## config.mk

```make
export PLATFORM = sky130hd
export DESIGN_NAME = bbc_decoder
export DESIGN_NICKNAME = d
export VERILOG_FILES = /design/src/hdl/bbc_pkg.sv /design/src/hdl/bbc_ret_stack.sv /design/src/hdl/bbc_decoder.sv
export VERILOG_INCLUDE_DIRS = /design/src /design/src/hdl
export SDC_FILE = /design/constraint.sdc
export NUM_CORES = 1
export LEC_CHECK = 0
export BUFFER_PORTS_ARGS = -buffer_cell sky130_fd_sc_hd__buf_4
export CORE_MARGIN = 2
export CORE_UTILIZATION = 55
export DETAILED_ROUTE_END_ITERATION = 16
export PLACE_DENSITY = 0.74
export SETUP_SLACK_MARGIN = 0.05
export SLEW_MARGIN = 15
export SYNTH_ARGS = -nofsm -noshare
export SYNTH_HDL_FRONTEND = slang
export SYNTH_SLANG_ARGS = --single-unit
```

## constraint.sdc

```tcl
create_clock -name mclk_i -period 4.15 [get_ports mclk_i]
set_input_delay 0.2075 -clock mclk_i [delete_from_list [all_inputs] [get_ports mclk_i]]
set_output_delay 0.2075 -clock mclk_i [all_outputs]
set_load 0.03 [all_outputs]
```

## src/hdl/bbc_regs.svh

```systemverilog
// Opcode encodings, field positions and cycle counts for the branch/bit/control decoder
`ifndef BBC_REGS_SVH
`define BBC_REGS_SVH
`define BBC_COL_REL_MASK 4'h1
`define BBC_COL_REL_VAL 4'h0
`define BBC_COL_CALL 4'h1
`define BBC_COL_JUMP 4'h9
`define BBC_COL_BTB 4'h3
`define BBC_COL_BSC 4'hb
`define BBC_OP_NOP 8'h04
`define BBC_OP_RET 8'hcd
`define BBC_OP_INTERRUPT_RETURN 8'h4d
`define BBC_OP_STOP 8'h6d
`define BBC_OP_WAIT 8'hed
`define BBC_COND_NZ 3'h0
`define BBC_COND_NC 3'h2
`define BBC_COND_Z 3'h4
`define BBC_COND_C 3'h6
`define BBC_CYC_REL 3'h2
`define BBC_CYC_BTB 3'h5
`define BBC_CYC_BSC 3'h4
`define BBC_CYC_CTRL 3'h2
`define BBC_CYC_LONG 3'h4
`define BBC_CYC_EXT 3'h2
`define BBC_REL_BIAS 12'h001
`define BBC_BTB_BIAS 12'h002
`define BBC_LEN_BTB 12'h003
`define BBC_LEN_BSC 12'h002
`define BBC_LEN_ONE 12'h001
`define BBC_RESET_PC 12'h000
`define BBC_STACK_DEPTH 6
`endif

```

## src/hdl/bbc_pkg.sv

```systemverilog
// Types shared by the branch/bit/control decoder files
package bbc_pkg;
    typedef enum logic [3:0] {
        CL_NOP = 4'h0, CL_REL = 4'h1, CL_BTB = 4'h2, CL_BSC = 4'h3,
        CL_JUMP = 4'h4, CL_CALL = 4'h5, CL_RET = 4'h6, CL_INTERRUPT_RETURN = 4'h7,
        CL_STOP = 4'h8, CL_WAIT = 4'h9, CL_EXT = 4'ha
    } bbc_class_e;
    typedef enum logic {ST_RUN = 1'b0, ST_HALT = 1'b1} bbc_state_e;
    typedef struct packed {
        logic z;
        logic c;
    } bbc_flags_s;
    typedef struct packed {
        logic rd;
        logic wr;
        logic [7:0] addr;
        logic [7:0] wdata;
    } bbc_dbus_s;
    typedef logic [11:0] bbc_pc_t;
endpackage : bbc_pkg

```

## src/hdl/bbc_ret_stack.sv

```systemverilog
// Return address stack held in flip-flops
`timescale 1ns/100ps
`include "bbc_regs.svh"
module bbc_ret_stack import bbc_pkg::*; #(
    parameter int DEPTH = `BBC_STACK_DEPTH
) (
    // Clock and reset
    input wire logic mclk_i,
    input wire logic rst_b_i,
    input wire logic ce_i,
    // Stack operations
    input wire logic push_i,
    input wire logic pop_i,
    input wire bbc_pc_t push_pc_i,
    output bbc_pc_t top_o
);
    localparam int PW = $clog2(DEPTH);
    bbc_pc_t mem_q [DEPTH];
    logic [PW-1:0] ptr_q;

    function automatic logic [PW-1:0] wrap_inc(input logic [PW-1:0] p);
        wrap_inc = (p == PW'(DEPTH - 1)) ? '0 : p + 1'b1;
    endfunction : wrap_inc

    function automatic logic [PW-1:0] wrap_dec(input logic [PW-1:0] p);
        wrap_dec = (p == '0) ? PW'(DEPTH - 1) : p - 1'b1;
    endfunction : wrap_dec

    // Overflow wraps and overwrites the oldest entry, as a small stack does
    always_ff @(posedge mclk_i) begin
        if (!rst_b_i) begin
            ptr_q <= '0;
        end else if (ce_i && push_i) begin
            ptr_q <= wrap_inc(ptr_q);
        end else if (ce_i && pop_i) begin
            ptr_q <= wrap_dec(ptr_q);
        end
    end

    always_ff @(posedge mclk_i) begin
        if (ce_i && push_i) begin
            mem_q[ptr_q] <= push_pc_i;
        end
    end

    assign top_o = mem_q[wrap_dec(ptr_q)];
endmodule : bbc_ret_stack

```

## src/hdl/bbc_decoder.sv

```systemverilog
// Decode and execute of relative branches, bit ops, control ops and long jumps
`timescale 1ns/100ps
`include "bbc_regs.svh"
module bbc_decoder import bbc_pkg::*; (
    // Clock, reset, enable
    input wire logic mclk_i,
    input wire logic rst_b_i,
    input wire logic ce_i,
    // Program memory
    output bbc_pc_t pm_addr_o,
    input wire logic [7:0] pm_data_i,
    // Data space
    output bbc_dbus_s ds_o,
    input wire logic [7:0] ds_rdata_i,
    // Core status and control
    input wire logic wdog_sel_i,
    input wire logic wake_i,
    input wire bbc_flags_s saved_flags_i,
    output bbc_flags_s flags_o,
    output logic stop_o,
    output logic wait_o,
    output logic ext_valid_o,
    output logic [7:0] ext_opcode_o
);
    bbc_state_e state_q;
    bbc_pc_t pc_q;
    logic [2:0] cyc_q;
    logic [7:0] opc_q;
    logic [7:0] op2_q;
    logic [7:0] rdh_q;
    bbc_class_e cls_q;
    bbc_pc_t stack_top;
    logic [7:0] op;
    bbc_class_e cls;
    logic run;
    logic last;
    logic [2:0] bsel;
    logic [7:0] bmask;
    bbc_pc_t next_pc;
    bbc_pc_t jp_tgt;

    function automatic bbc_class_e classify(input logic [7:0] o);
        if (o == `BBC_OP_NOP) classify = CL_NOP;
        else if (o == `BBC_OP_RET) classify = CL_RET;
        else if (o == `BBC_OP_INTERRUPT_RETURN) classify = CL_INTERRUPT_RETURN;
        else if (o == `BBC_OP_STOP) classify = CL_STOP;
        else if (o == `BBC_OP_WAIT) classify = CL_WAIT;
        else if ((o[3:0] & `BBC_COL_REL_MASK) == `BBC_COL_REL_VAL) classify = CL_REL;
        else if (o[3:0] == `BBC_COL_CALL) classify = CL_CALL;
        else if (o[3:0] == `BBC_COL_JUMP) classify = CL_JUMP;
        else if (o[3:0] == `BBC_COL_BTB) classify = CL_BTB;
        else if (o[3:0] == `BBC_COL_BSC) classify = CL_BSC;
        else classify = CL_EXT;
    endfunction : classify

    function automatic logic [2:0] cycles_of(input bbc_class_e c);
        case (c)
            CL_REL: cycles_of = `BBC_CYC_REL;
            CL_BTB: cycles_of = `BBC_CYC_BTB;
            CL_BSC: cycles_of = `BBC_CYC_BSC;
            CL_JUMP, CL_CALL: cycles_of = `BBC_CYC_LONG;
            CL_EXT: cycles_of = `BBC_CYC_EXT;
            default: cycles_of = `BBC_CYC_CTRL;
        endcase
    endfunction : cycles_of

    function automatic logic cond_met(input logic [2:0] k, input bbc_flags_s f);
        case (k)
            `BBC_COND_NZ: cond_met = !f.z;
            `BBC_COND_NC: cond_met = !f.c;
            `BBC_COND_Z: cond_met = f.z;
            `BBC_COND_C: cond_met = f.c;
            default: cond_met = 1'b0;
        endcase
    endfunction : cond_met

    // Opcode is live on the bus in cycle 0, held afterwards
    assign run = (state_q == ST_RUN);
    assign op = (cyc_q == 3'h0) ? pm_data_i : opc_q;
    assign cls = (cyc_q == 3'h0) ? classify(pm_data_i) : cls_q;
    assign last = run && (cyc_q == cycles_of(cls) - 3'h1);
    assign bsel = {op[5], op[6], op[7]};
    assign bmask = 8'h01 << bsel;
    assign jp_tgt = {opc_q[7:4], pm_data_i};

    always_comb begin
        next_pc = pc_q + `BBC_LEN_ONE;
        case (cls)
            CL_REL: begin
                // Signed span plus one gives -15..+16 around the branch
                if (cond_met(op[2:0], flags_o)) begin
                    next_pc = pc_q + `BBC_REL_BIAS + {{7{op[7]}}, op[7:3]};
                end
            end
            CL_BTB: begin
                // Carry already holds the tested bit by the last cycle
                if (flags_o.c == op[4]) begin
                    next_pc = pc_q + `BBC_BTB_BIAS + {{4{op2_q[7]}}, op2_q};
                end else begin
                    next_pc = pc_q + `BBC_LEN_BTB;
                end
            end
            CL_BSC: next_pc = pc_q + `BBC_LEN_BSC;
            CL_JUMP, CL_CALL: next_pc = {opc_q[7:4], op2_q};
            CL_RET, CL_INTERRUPT_RETURN: next_pc = stack_top;
            default: next_pc = pc_q + `BBC_LEN_ONE;
        endcase
    end

    bbc_ret_stack #(
        .DEPTH(`BBC_STACK_DEPTH)
    ) u_stack (
        .mclk_i(mclk_i),
        .rst_b_i(rst_b_i),
        .ce_i(ce_i),
        .push_i(last && cls == CL_CALL),
        .pop_i(last && (cls == CL_RET || cls == CL_INTERRUPT_RETURN)),
        .push_pc_i(pc_q + `BBC_LEN_BSC),
        .top_o(stack_top)
    );

    // Sequencing and program counter
    always_ff @(posedge mclk_i) begin
        if (!rst_b_i) begin
            state_q <= ST_RUN;
            cyc_q <= 3'h0;
            pc_q <= `BBC_RESET_PC;
            pm_addr_o <= `BBC_RESET_PC;
            opc_q <= 8'h00;
            cls_q <= CL_NOP;
            op2_q <= 8'h00;
        end else if (ce_i) begin
            case (state_q)
                ST_RUN: begin
                    if (cyc_q == 3'h0) begin
                        opc_q <= pm_data_i;
                        cls_q <= cls;
                    end
                    // Only the bit test has a third byte; a long target keeps byte two
                    if (cyc_q == 3'h1 || (cyc_q == 3'h2 && cls == CL_BTB)) begin
                        op2_q <= pm_data_i;
                    end
                    if (last) begin
                        cyc_q <= 3'h0;
                        pc_q <= next_pc;
                        pm_addr_o <= next_pc;
                        if (cls == CL_STOP || cls == CL_WAIT) begin
                            state_q <= ST_HALT;
                        end
                    end else begin
                        cyc_q <= cyc_q + 3'h1;
                        pm_addr_o <= pm_addr_o + `BBC_LEN_ONE;
                    end
                end
                ST_HALT: begin
                    if (wake_i) begin
                        state_q <= ST_RUN;
                    end
                end
                default: state_q <= ST_RUN;
            endcase
        end
    end

    // Low-power requests; the watchdog forbids a real stop
    always_ff @(posedge mclk_i) begin
        if (!rst_b_i) begin
            stop_o <= 1'b0;
            wait_o <= 1'b0;
        end else if (ce_i) begin
            if (last && cls == CL_STOP && !wdog_sel_i) begin
                stop_o <= 1'b1;
            end else if (last && (cls == CL_WAIT || cls == CL_STOP)) begin
                wait_o <= 1'b1;
            end else if (state_q == ST_HALT && wake_i) begin
                stop_o <= 1'b0;
                wait_o <= 1'b0;
            end
        end
    end

    // Flags change only on bit test (carry) and interrupt return
    always_ff @(posedge mclk_i) begin
        if (!rst_b_i) begin
            flags_o <= '0;
        end else if (ce_i) begin
            if (run && cls == CL_BTB && cyc_q == 3'h3) begin
                flags_o.c <= ds_rdata_i[bsel];
            end else if (last && cls == CL_INTERRUPT_RETURN) begin
                flags_o <= saved_flags_i;
            end
        end
    end

    // Data space read then single-bit write back
    always_ff @(posedge mclk_i) begin
        if (!rst_b_i) begin
            ds_o <= '0;
            rdh_q <= 8'h00;
        end else if (ce_i) begin
            ds_o.rd <= run && cyc_q == 3'h1 && (cls == CL_BTB || cls == CL_BSC);
            ds_o.wr <= 1'b0;
            if (run && cyc_q == 3'h1 && (cls == CL_BTB || cls == CL_BSC)) begin
                ds_o.addr <= pm_data_i;
            end
            if (run && cyc_q == 3'h3 && cls == CL_BSC) begin
                // Whole byte is rewritten, so volatile bits elsewhere may be lost
                rdh_q <= ds_rdata_i;
                ds_o.wr <= 1'b1;
                ds_o.wdata <= op[4] ? (ds_rdata_i | bmask) : (ds_rdata_i & ~bmask);
            end
        end
    end

    // Opcodes outside this group are handed on
    always_ff @(posedge mclk_i) begin
        if (!rst_b_i) begin
            ext_valid_o <= 1'b0;
            ext_opcode_o <= 8'h00;
        end else if (ce_i) begin
            ext_valid_o <= run && cyc_q == 3'h0 && cls == CL_EXT;
            if (run && cyc_q == 3'h0) begin
                ext_opcode_o <= pm_data_i;
            end
        end
    end

    logic start;
    assign start = run && cyc_q == 3'h0;
endmodule : bbc_decoder

```

---- Word-level counts from Yosys, hierarchy flattened ----
Memory sizes are Yosys's and may differ from the RTL's.
Cells that the tools add are included.
word-level totals
  register bits ........................... 82
  RAM bits ................................ 72
  output and inout port bits .............. 43
  logic and storage cells ................. 154
  memories ................................ 1
operators by class
  add/sub/neg operators ................... 10
  $lt $le $gt $ge ......................... 1
  equal/unequal tests ..................... 29
  shift operators ......................... 1
  muxes and demuxes ....................... 40
  bitwise operators ....................... 6
  reductions and logical operators ........ 48
memories
  memory         words  width  rd ports  clocked after memory_dff  write ports  line                 source
  u_stack.mem_q  6      12     1         0                         1            bbc_ret_stack.sv:18  bbc_pc_t mem_q [DEPTH];
operators with widths
  cell                                                                   number
  12-bit one-hot mux with 5 select lines                                 1
  4-bit 2-to-1 mux                                                       11
  12-bit 2-to-1 mux                                                      3
  12-bit by 1-bit adder with 12-bit output, second input constant        2
  12-bit adder                                                           2
  12-bit by 2-bit adder with 12-bit output, second input constant        2
  4-bit equality test, second input constant                             5
  1-bit logical AND                                                      19
  3-bit AND reduction                                                    6
  4-bit by 3-bit equality test with 1-bit output, second input constant  4
  8-bit by 7-bit equality test with 1-bit output, second input constant  2
  8-bit equality test, second input constant                             2
  8-bit 2-to-1 mux                                                       2
  3-bit 2-to-1 mux                                                       5
  1-bit 2-to-1 mux                                                       14
  4-bit by 2-bit equality test with 1-bit output, second input constant  3
  2-bit AND reduction                                                    5
  3-bit by 2-bit equality test with 1-bit output, second input constant  3
  3-bit equality test, second input constant                             3
  3-bit zero test                                                        3
  8-bit bitwise AND                                                      1
  4-bit by 1-bit equality test with 1-bit output, second input constant  2
  8-bit by 3-bit equality test with 1-bit output, second input constant  1
  8-bit inverter                                                         1
  other kinds (20)                                                       33

---- Logic depth before layout (Yosys ltp) ----
Gate-level depths: netlist (run 1).
  depth in word-level cells ............... 22
  mapped depth ............................ 18

---- Modules after synthesis ----
From an unflattened synthesis (run 1), not the netlist that was laid out.
second synthesis, totals
  cell total of the unflattened synthesis .. 976
  area, all modules ....................... 9132.5 µm²
modules (own cells, without submodules)
  module         instances  cells each  area each (µm²)
  bbc_decoder    1          773         5891.9
  bbc_ret_stack  1          203         3240.6

---- Worst setup path before layout (run 1) ----
OpenSTA, ideal clock, no wires.
  path kind ............................... register to register
  from .................................... register cyc_q[1]
  to ...................................... memory u_stack.mem_q[3][0] (netlist bit) (enable)
  arrival time ............................ 3.509 ns
  required time ........................... 3.733 ns
  path slack .............................. 0.224 ns
  stages on the path, launching flop included .. 12
  period minus slack after synthesis ...... 3.926 ns
  cell sequence ........................... dfxtp_1 inv_1 ha_1 nor2b_1 buf_2 a21oi_2 a311o_1 mux2i_4 xnor2_1 nand3_1 buf_2 nor4b_1
on the way
  longest elaborated chain between the ends .. 12
  elaborated cells between the ends (all ways) .. 15
  classes of those cells .................. add/sub (1); eq/ne (5); mux (4); reduce/logical (5)
ends and longest elaborated chain
  element                                                                       line                                   source
  start, declared                                                               bbc_decoder.sv:27                      logic [2:0] cyc_q;
  start signal, assigned                                                        bbc_decoder.sv:151                     cyc_q <= cyc_q + 3'h1;
  3-bit zero test                                                               n/a
  4-bit 2-to-1 mux                                                              bbc_decoder.sv:80                      assign cls = (cyc_q == 3'h0) ? classify(pm_data_i) : cls_q;
  4-bit by 3-bit equality test with 1-bit output, or another cell as far along  bbc_decoder.sv:57, bbc_decoder.sv:116
  3-bit OR reduction (no source line)                                           n/a
  3-bit one-hot mux with 2 select lines                                         bbc_decoder.sv:57                      case (c)
  3-bit by 1-bit subtractor with 3-bit output                                   bbc_decoder.sv:81                      assign last = run && (cyc_q == cycles_of(cls) - 3'h1);
  3-bit equality test                                                           bbc_decoder.sv:81
  1-bit logical AND                                                             bbc_decoder.sv:81
  1-bit logical AND (*)                                                         bbc_decoder.sv:116                     .push_i(last && cls == CL_CALL),
  1-bit logical AND (*)                                                         bbc_ret_stack.sv:41                    if (ce_i && push_i) begin
  1-bit 2-to-1 mux (*)                                                          bbc_ret_stack.sv:41
  1-bit 2-to-1 mux (implied by the code) (*)                                    bbc_ret_stack.sv:42                    mem_q[ptr_q] <= push_pc_i;
  end, declared                                                                 bbc_ret_stack.sv:18
Every way passes the cells marked *; elsewhere a longest branch is shown, timed or not.

---- Final worst setup path (run 1) ----
  from .................................... register cyc_q[1]
  to ...................................... register pm_addr_o[10]
on the way
  elaborated cells between the ends (all ways) .. 29
  classes of those cells .................. add/sub (2); eq/ne (12); mux (9); reduce/logical (6)
RTL lines
  element                                 line                source
  3-bit zero test                         n/a
  8-bit 2-to-1 mux                        n/a
  net op[3]                               bbc_decoder.sv:33   logic [7:0] op;
  12-bit adder                            bbc_decoder.sv:92   next_pc = pc_q + `BBC_REL_BIAS + {{7{op[7]}}, op[7:3]};
  12-bit 2-to-1 mux                       bbc_decoder.sv:91   if (cond_met(op[2:0], flags_o)) begin
  12-bit one-hot mux with 5 select lines  bbc_decoder.sv:88   case (cls)
  12-bit 2-to-1 mux                       bbc_decoder.sv:143  if (last) begin
  end signal, assigned                    bbc_decoder.sv:128  pm_addr_o <= `BBC_RESET_PC;
  end signal, assigned                    bbc_decoder.sv:146  pm_addr_o <= next_pc;
  end signal, assigned                    bbc_decoder.sv:152  pm_addr_o <= pm_addr_o + `BBC_LEN_ONE;
  end, declared                           bbc_decoder.sv:10   output bbc_pc_t pm_addr_o,
The timed path passes the listed nets, and every way through them passes these cells. The select of a mux whose other input is x is not followed.
A chain may end at the register's enable or synchronous reset.

==> reports/qor.yml, run 1 <==
status:
  status: "finished clean"
power:
  p_leak_uw: 0.00410
  ir_drop_mv: 0.286
  power_density_nw_per_um2: 392
  total_power_uw: 4180
yosys:
  synthesis.area_um2: 9200
  syn_nets: 1036
  synthTopCellsByArea: "edfxtp_1, dfxtp_1, mux2i_1"
  synth_most_common_cell: "nor2_1"
  synth_common_cells: "nor2_1, nand2_1, dfxtp_1, a21oi_1, edfxtp_1"
  synth_seq_cells: 154
  syn_area_per_cell_um2: 9.41
  postSynthCellCount: 978
  synth_edf_count: 72
  ys_seq_area_share_pct: 41.3
  async_flop_share_pct: 0
  synth_cell_type_count: 84
  yosysWarningCount: 0
  yosysTopAreaCellShare_pct: 23.5
  yosys.area.top_type: "edfxtp_1"
  ys.flop_type: "dfxtp_1"
grt:
  overflow: 0
  track_usage_pct: 29.9
  antenna_found_initial: 0
  grt_start_max_net_pins: 59
  grt_pass1_vias: 7435
  grt_pass1_wl_um: 40900
die:
  core-area_um2: 16500
  initial_core_util_pct: 55.9
  die_h_um: 133
  rows: 47
  die-area_um2: 17800
  num_io_pins: 66
  die_w_um: 133
timing:
  rsz0062_at_grt: "false"
  hold_viol: 0
  period_minus_slack_ns: 3.85
  drv_slew: 0
  hold_ws_ns: 0.0508
  setup_viol: 0
  finalCritPeriodShare_pct: 92.7
  finClkSkew_ns: 0.0110
  fin_tns_setup_ns: 0
  slew-limit-headroom_pct: 41.6
  clock.fmax_mhz: 260
  worstMarginPinSlew_ns: 0.870
critical_path:
  critical_path_class: "reg -> reg"
  crit_arrival_ns: 4.22
  crit_fanout: 7
  reg2reg_setup_slack_ns: 0.30
  cp.required_ns: 4.52
  cp-start-kind: "register"
  end_kind: "register"
clock_tree:
  clock-sinks: 154
  cts_max_level: 4
  cts_tree: "yes"
  cts_max_path_buffers: 2
  clkLatencyLatePin_ns: 0.43
  cts-root-buf: "clkbuf_16"
  numCtsBuffers: 17
  path_clk_slew_ns: 0.06
placed_design:
  postPlaceCellArea_um2: 10000
  gp_congestion: 1.10
  place_hpwl_um: 19000
  io_buffers: 65
  placed_cells: 1240
final_layout:
  finalInstanceArea_um2: 10700
  syn2layout_area_growth_pct: 16.0
  fin_nets: 1102
  num_antenna_cells: 0
  drive_gt1_share_pct: 17.9
  layoutNonFillerInstCount: 1277
routing:
  post_drt_wl_per_cell_um: 20.6
  avgViaCountPerCell: 6.25
  routed_wl_um: 26300
  drc_errors: 0
  firstDrtPassIters: 5
  via_count: 7981
  antenna_left: 0
  drtIter0Drc: 684
min_path:
  hold_class: "in -> reg"
job:
  drv_cap: 0
## where the power goes
part | total [uW] | leakage (uW) | switching, uW | internal (uW)
Sequential | 1680 | 0.00128 | 50.1 | 1630
Clock | 1630 | 0.000303 | 627 | 1000
Combinational | 867 | 0.00252 | 555 | 312
## timing repair
item | CTS | global route
gates resized for setup | 0 | 3
setup buffers | 0 | 5
hold buffers | 0 | 0
endpoints found under the setup margin | 0 | 2
## final timing paths
path / startpoint / cells past startpoint / endpoint
max: cyc_q[1] / 16 / pm_addr_o[10]
min: saved_flags_i[1] / 3 / flags_o[1]
max reg2reg: cyc_q[1] / 16 / pm_addr_o[10]
min reg2reg: ext_opcode_o[4] / 2 / ext_opcode_o[4]
## placed cells by master (no fill, tap or decap), drive strengths merged, types with 11 or more instances in the layout
| cell type | instances |
|---|---|
| nand3 | 28 |
| nor4 | 11 |
| a21oi | 77 |
| inv | 26 |
| nor2 | 108 |
| xnor2 | 36 |
| mux2i | 47 |
| nand2 | 97 |
| buf | 107 |
| edfxtp | 72 |
| o21ai | 43 |
| xor2 | 25 |
| clkbuf | 24 |
| nand4 | 12 |
| nor3 | 20 |
| dfxtp | 82 |
| nand2b | 11 |
| nor2b | 11 |
| ha | 33 |
## cell families (layout without fill, tap and decap cells)
kind of cell / Yosys count / count (layout) / synth area share [%]
fa+ha+maj: 35 / 35 / 4.92
buf+inv: 86 / 165 / 4.13
mux: 62 / 62 / 8.20
simple gates: 344 / 344 / 18.0
compound gates: 236 / 236 / 17.4
xor+xnor: 61 / 61 / 5.97
flops: 154 / 154 / 41.3
## layout make-up
cell class | count | area [um2]
fill | 1386 | 5790
multi-input combinational | 738 | 5060
sequential | 154 | 3800
timing repair buffer | 107 | 803
clock buffer | 24 | 517
tap | 220 | 275
clock inverter | 8 | 108
inverter | 26 | 101
## layer usage
metal / GRT usage (%) / vias up / share of wire, %
li1: - / 3720 / -
met1: 38.2 / 3842 / 42
met2: 49.1 / 338 / 47
met3: 5.97 / 81 / 6.5
met4: 13.8 / 0 / 4.4
met5: 0 / - / 0
## registers in the layout, indices dropped and copies added (netlist names)
signal,cells
ext_valid_o,1
stop_o,1
opc_q,8
ds_o,18
op2_q,8
cyc_q,3
u_stack.mem_q,72
cls_q,4
pc_q,12
pm_addr_o,12
u_stack.ptr_q,3
wait_o,1
ext_opcode_o,8
flags_o,2
state_q,1
## through the flow
step | setup WS [ns] | utilization (%)
2_1_floorplan | 0.224 | -
3_3_place_gp | 0.359 | 60.7
3_5_place_dp | 0.293 | 60.7
4_1_cts | 0.245 | 64.5
5_1_grt | 0.0513 | 64.8
6_report | 0.303 | 64.8
## worst max-delay path, stage by stage (launching register included)
cell and delay, ns:
dfxtp_1 0.36, inv_1 0.16, ha_1 0.26, nor2b_1 0.42, nand2_1 0.10, nand2_1 0.07
ha_1 0.21, inv_1 0.08, fa_1 0.41, nor2b_1 0.22, o2111ai_1 0.16, a41oi_1 0.37
a31oi_1 0.16, xnor2_1 0.18, nand3_1 0.09, a31oi_1 0.40, a31o_1 0.14
(Power assumes the default switching activity.)
==> run 2, diff against run 1 <==
--- a/config.mk
+++ b/config.mk
@@ -9,7 +9,9 @@
 export BUFFER_PORTS_ARGS = -buffer_cell sky130_fd_sc_hd__buf_4
 export CORE_MARGIN = 2
 export CORE_UTILIZATION = 55
+export CTS_BUF_LIST = sky130_fd_sc_hd__clkbuf_16
 export DETAILED_ROUTE_END_ITERATION = 16
+export GPL_ROUTABILITY_DRIVEN = 0
 export PLACE_DENSITY = 0.74
 export SETUP_SLACK_MARGIN = 0.05
 export SLEW_MARGIN = 15
==> run 2 against run 1 <==
Design area down 0.14%. Critical path depth is 3 lower. Final cell count unchanged. Wire length down 2.6%. Combinational power is 0.5% higher. Critical endpoint is now pm_addr_o[8]. Largest cell class unchanged. Highest routed layer unchanged.
==> reports/qor.yml, run 2 (synthesis results as in run 1) <==
status:
  status: "finished clean"
timing:
  clock.fmax_mhz: 263  # +1.3%
  slew-limit-headroom_pct: 36.5  # -5.1 points
  fin_ws_ns: 0.354  # +0.0504 ns
  drv_slew: 0  # unchanged
  period_minus_slack_ns: 3.80  # -0.0504 ns
  finalCritPeriodShare_pct: 91.5  # -1.2 points
  setup_viol: 0  # unchanged
  finClkSkew_ns: 0.00720  # -0.00384 ns
  hold_viol: 0  # unchanged
  rsz0062_at_grt: "false"
  worstMarginPinSlew_ns: 0.946  # +0.0763 ns
  fin_tns_setup_ns: 0  # unchanged
power:
  power_density_nw_per_um2: 390  # -0.29%
  ir_drop_mv: 0.296  # +3.6%
  total_power_uw: 4160  # -0.43%
  p_leak_uw: 0.00409  # -0.20%
job:
  drv_cap: 0  # unchanged
die:
  die_h_um: 133  # unchanged
  initial_core_util_pct: 55.9  # unchanged
  die-area_um2: 17800  # unchanged
  core-area_um2: 16500  # unchanged
  die_w_um: 133  # unchanged
  num_io_pins: 66  # unchanged
  rows: 47  # unchanged
final_layout:
  final_cell_mix: "nor2_1, buf_4, nand2_1"
  largest_reg_flops: 72  # unchanged
  num_antenna_cells: 0  # unchanged
  drive_gt1_share_pct: 17.7  # -0.19 points
  syn2layout_area_growth_pct: 15.8
  top_register: "u_stack.mem_q"
  fin_nets: 1102  # unchanged
  layoutNonFillerInstCount: 1277  # unchanged
  final_common_cell: "nor2_1"
  top_regs: "u_stack.mem_q x72, ds_o x18"
critical_path:
  end_kind: "register"
  cp-start-kind: "register"
  reg2reg_setup_slack_ns: 0.35  # +0.05 ns
  crit_arrival_ns: 4.17  # -0.05 ns
  cp.required_ns: 4.52  # about the same
  critical_path_class: "reg -> reg"
  crit_fanout: 19  # +12
grt:
  track_usage_pct: 29.7  # -0.17 points
  grt_start_max_net_pins: 52  # -12%
  antenna_found_initial: 0  # unchanged
  grt_pass1_wl_um: 41100  # +0.52%
  grt_pass1_vias: 7654  # +2.9%
  overflow: 0  # unchanged
routing:
  antenna_left: 0  # unchanged
  avgViaCountPerCell: 6.21  # -0.63%
  met3_length_um: 2050  # +20%
  firstDrtPassIters: 6  # +1
  wl_met1_um: 10400  # -4.9%
  post_drt_wl_per_cell_um: 20.0  # -2.6%
  routed.top_layer: "met4"
  via_count: 7931  # -0.63%
  routed_wl_um: 25600  # -2.6%
  drc_errors: 0  # unchanged
  drtIter0Drc: 703  # +2.8%
  wl_met2_um: 11900  # -4.6%
placed_design:
  pre_cts_slack_ns: 0.275  # -0.0174 ns
  placed_cells: 1242  # +0.16%
  place_hpwl_um: 18600  # -1.9%
  io_buffers: 65  # unchanged
clock_tree:
  ctsHoldBuffers: 0  # unchanged
  cts_tree: "yes"
  cts_max_path_buffers: 2  # unchanged
  clock-sinks: 154  # unchanged
  cts_max_level: 4  # unchanged
  cts-root-buf: "clkbuf_16"
  clkLatencyLatePin_ns: 0.43  # about the same
  path_clk_slew_ns: 0.06  # about the same
  numCtsBuffers: 17  # unchanged
min_path:
  hold_class: "in -> reg"
## run 2: power breakdown
| group | switching [uW] | internal [uW] |
|---|---|---|
| clock | 610 | 995 |
| combinational | 556 | 315 |
| sequential | 50.1 | 1630 |
## run 2: area by class of cell
| class | count | area (um2) |
|---|---|---|
| clock buffer | 17 | 425 |
| clock inverter | 15 | 184 |
| fill | 1393 | 5810 |
| inverter | 26 | 101 |
| multi-input combinational | 738 | 5060 |
| sequential | 154 | 3800 |
| tap | 220 | 275 |
| timing repair buffer | 107 | 803 |
## run 2: worst paths after layout
| check | start | end | cells after the start |
|---|---|---|---|
| worst min-delay path | saved_flags_i[1] | flags_o[1] | 3 |
| worst min register to register | ext_opcode_o[6] | ext_opcode_o[6] | 2 |
| worst max-delay path | cyc_q[1] | pm_addr_o[8] | 13 |
| worst max register to register | cyc_q[1] | pm_addr_o[8] | 13 |
## run 2: per-layer routing
| layer | global-route usage [%] | vias to the layer above |
|---|---|---|
| met5 | 0 | - |
| met4 | 15.4 | 0 |
| met3 | 4.95 | 87 |
| met2 | 47.7 | 388 |
| met1 | 38.9 | 3735 |
| li1 | - | 3721 |
## run 2: critical path, cell delays in order, from the launching register on
cell	delay, ns
dfxtp_1	0.42
inv_1	0.14
ha_1	0.26
nand2b_4	0.24
mux2_2	0.37
inv_1	0.17
fa_1	0.50
nor2b_1	0.20
o2111ai_1	0.18
a41oi_1	0.37
xor2_1	0.20
a21oi_1	0.10
o2111ai_1	0.38
and3_1	0.21
## run 2: per-stage QoR
| stage | utilization [%] | instance area [um2] | hold WS [ns] |
|---|---|---|---|
| floorplan | - | 9200 | 0.351 |
| global placement | 60.8 | 10000 | 0.447 |
| detailed placement | 60.8 | 10000 | 0.452 |
| CTS | 64.5 | 10600 | 0.0655 |
| global route | 64.7 | 10700 | 0.0830 |
| finish | 64.7 | 10700 | 0.0745 |
## run 2: timing repair
item,CTS,global route
setup buffers,0,3
setup endpoints to repair,0,2
resized for setup,0,3
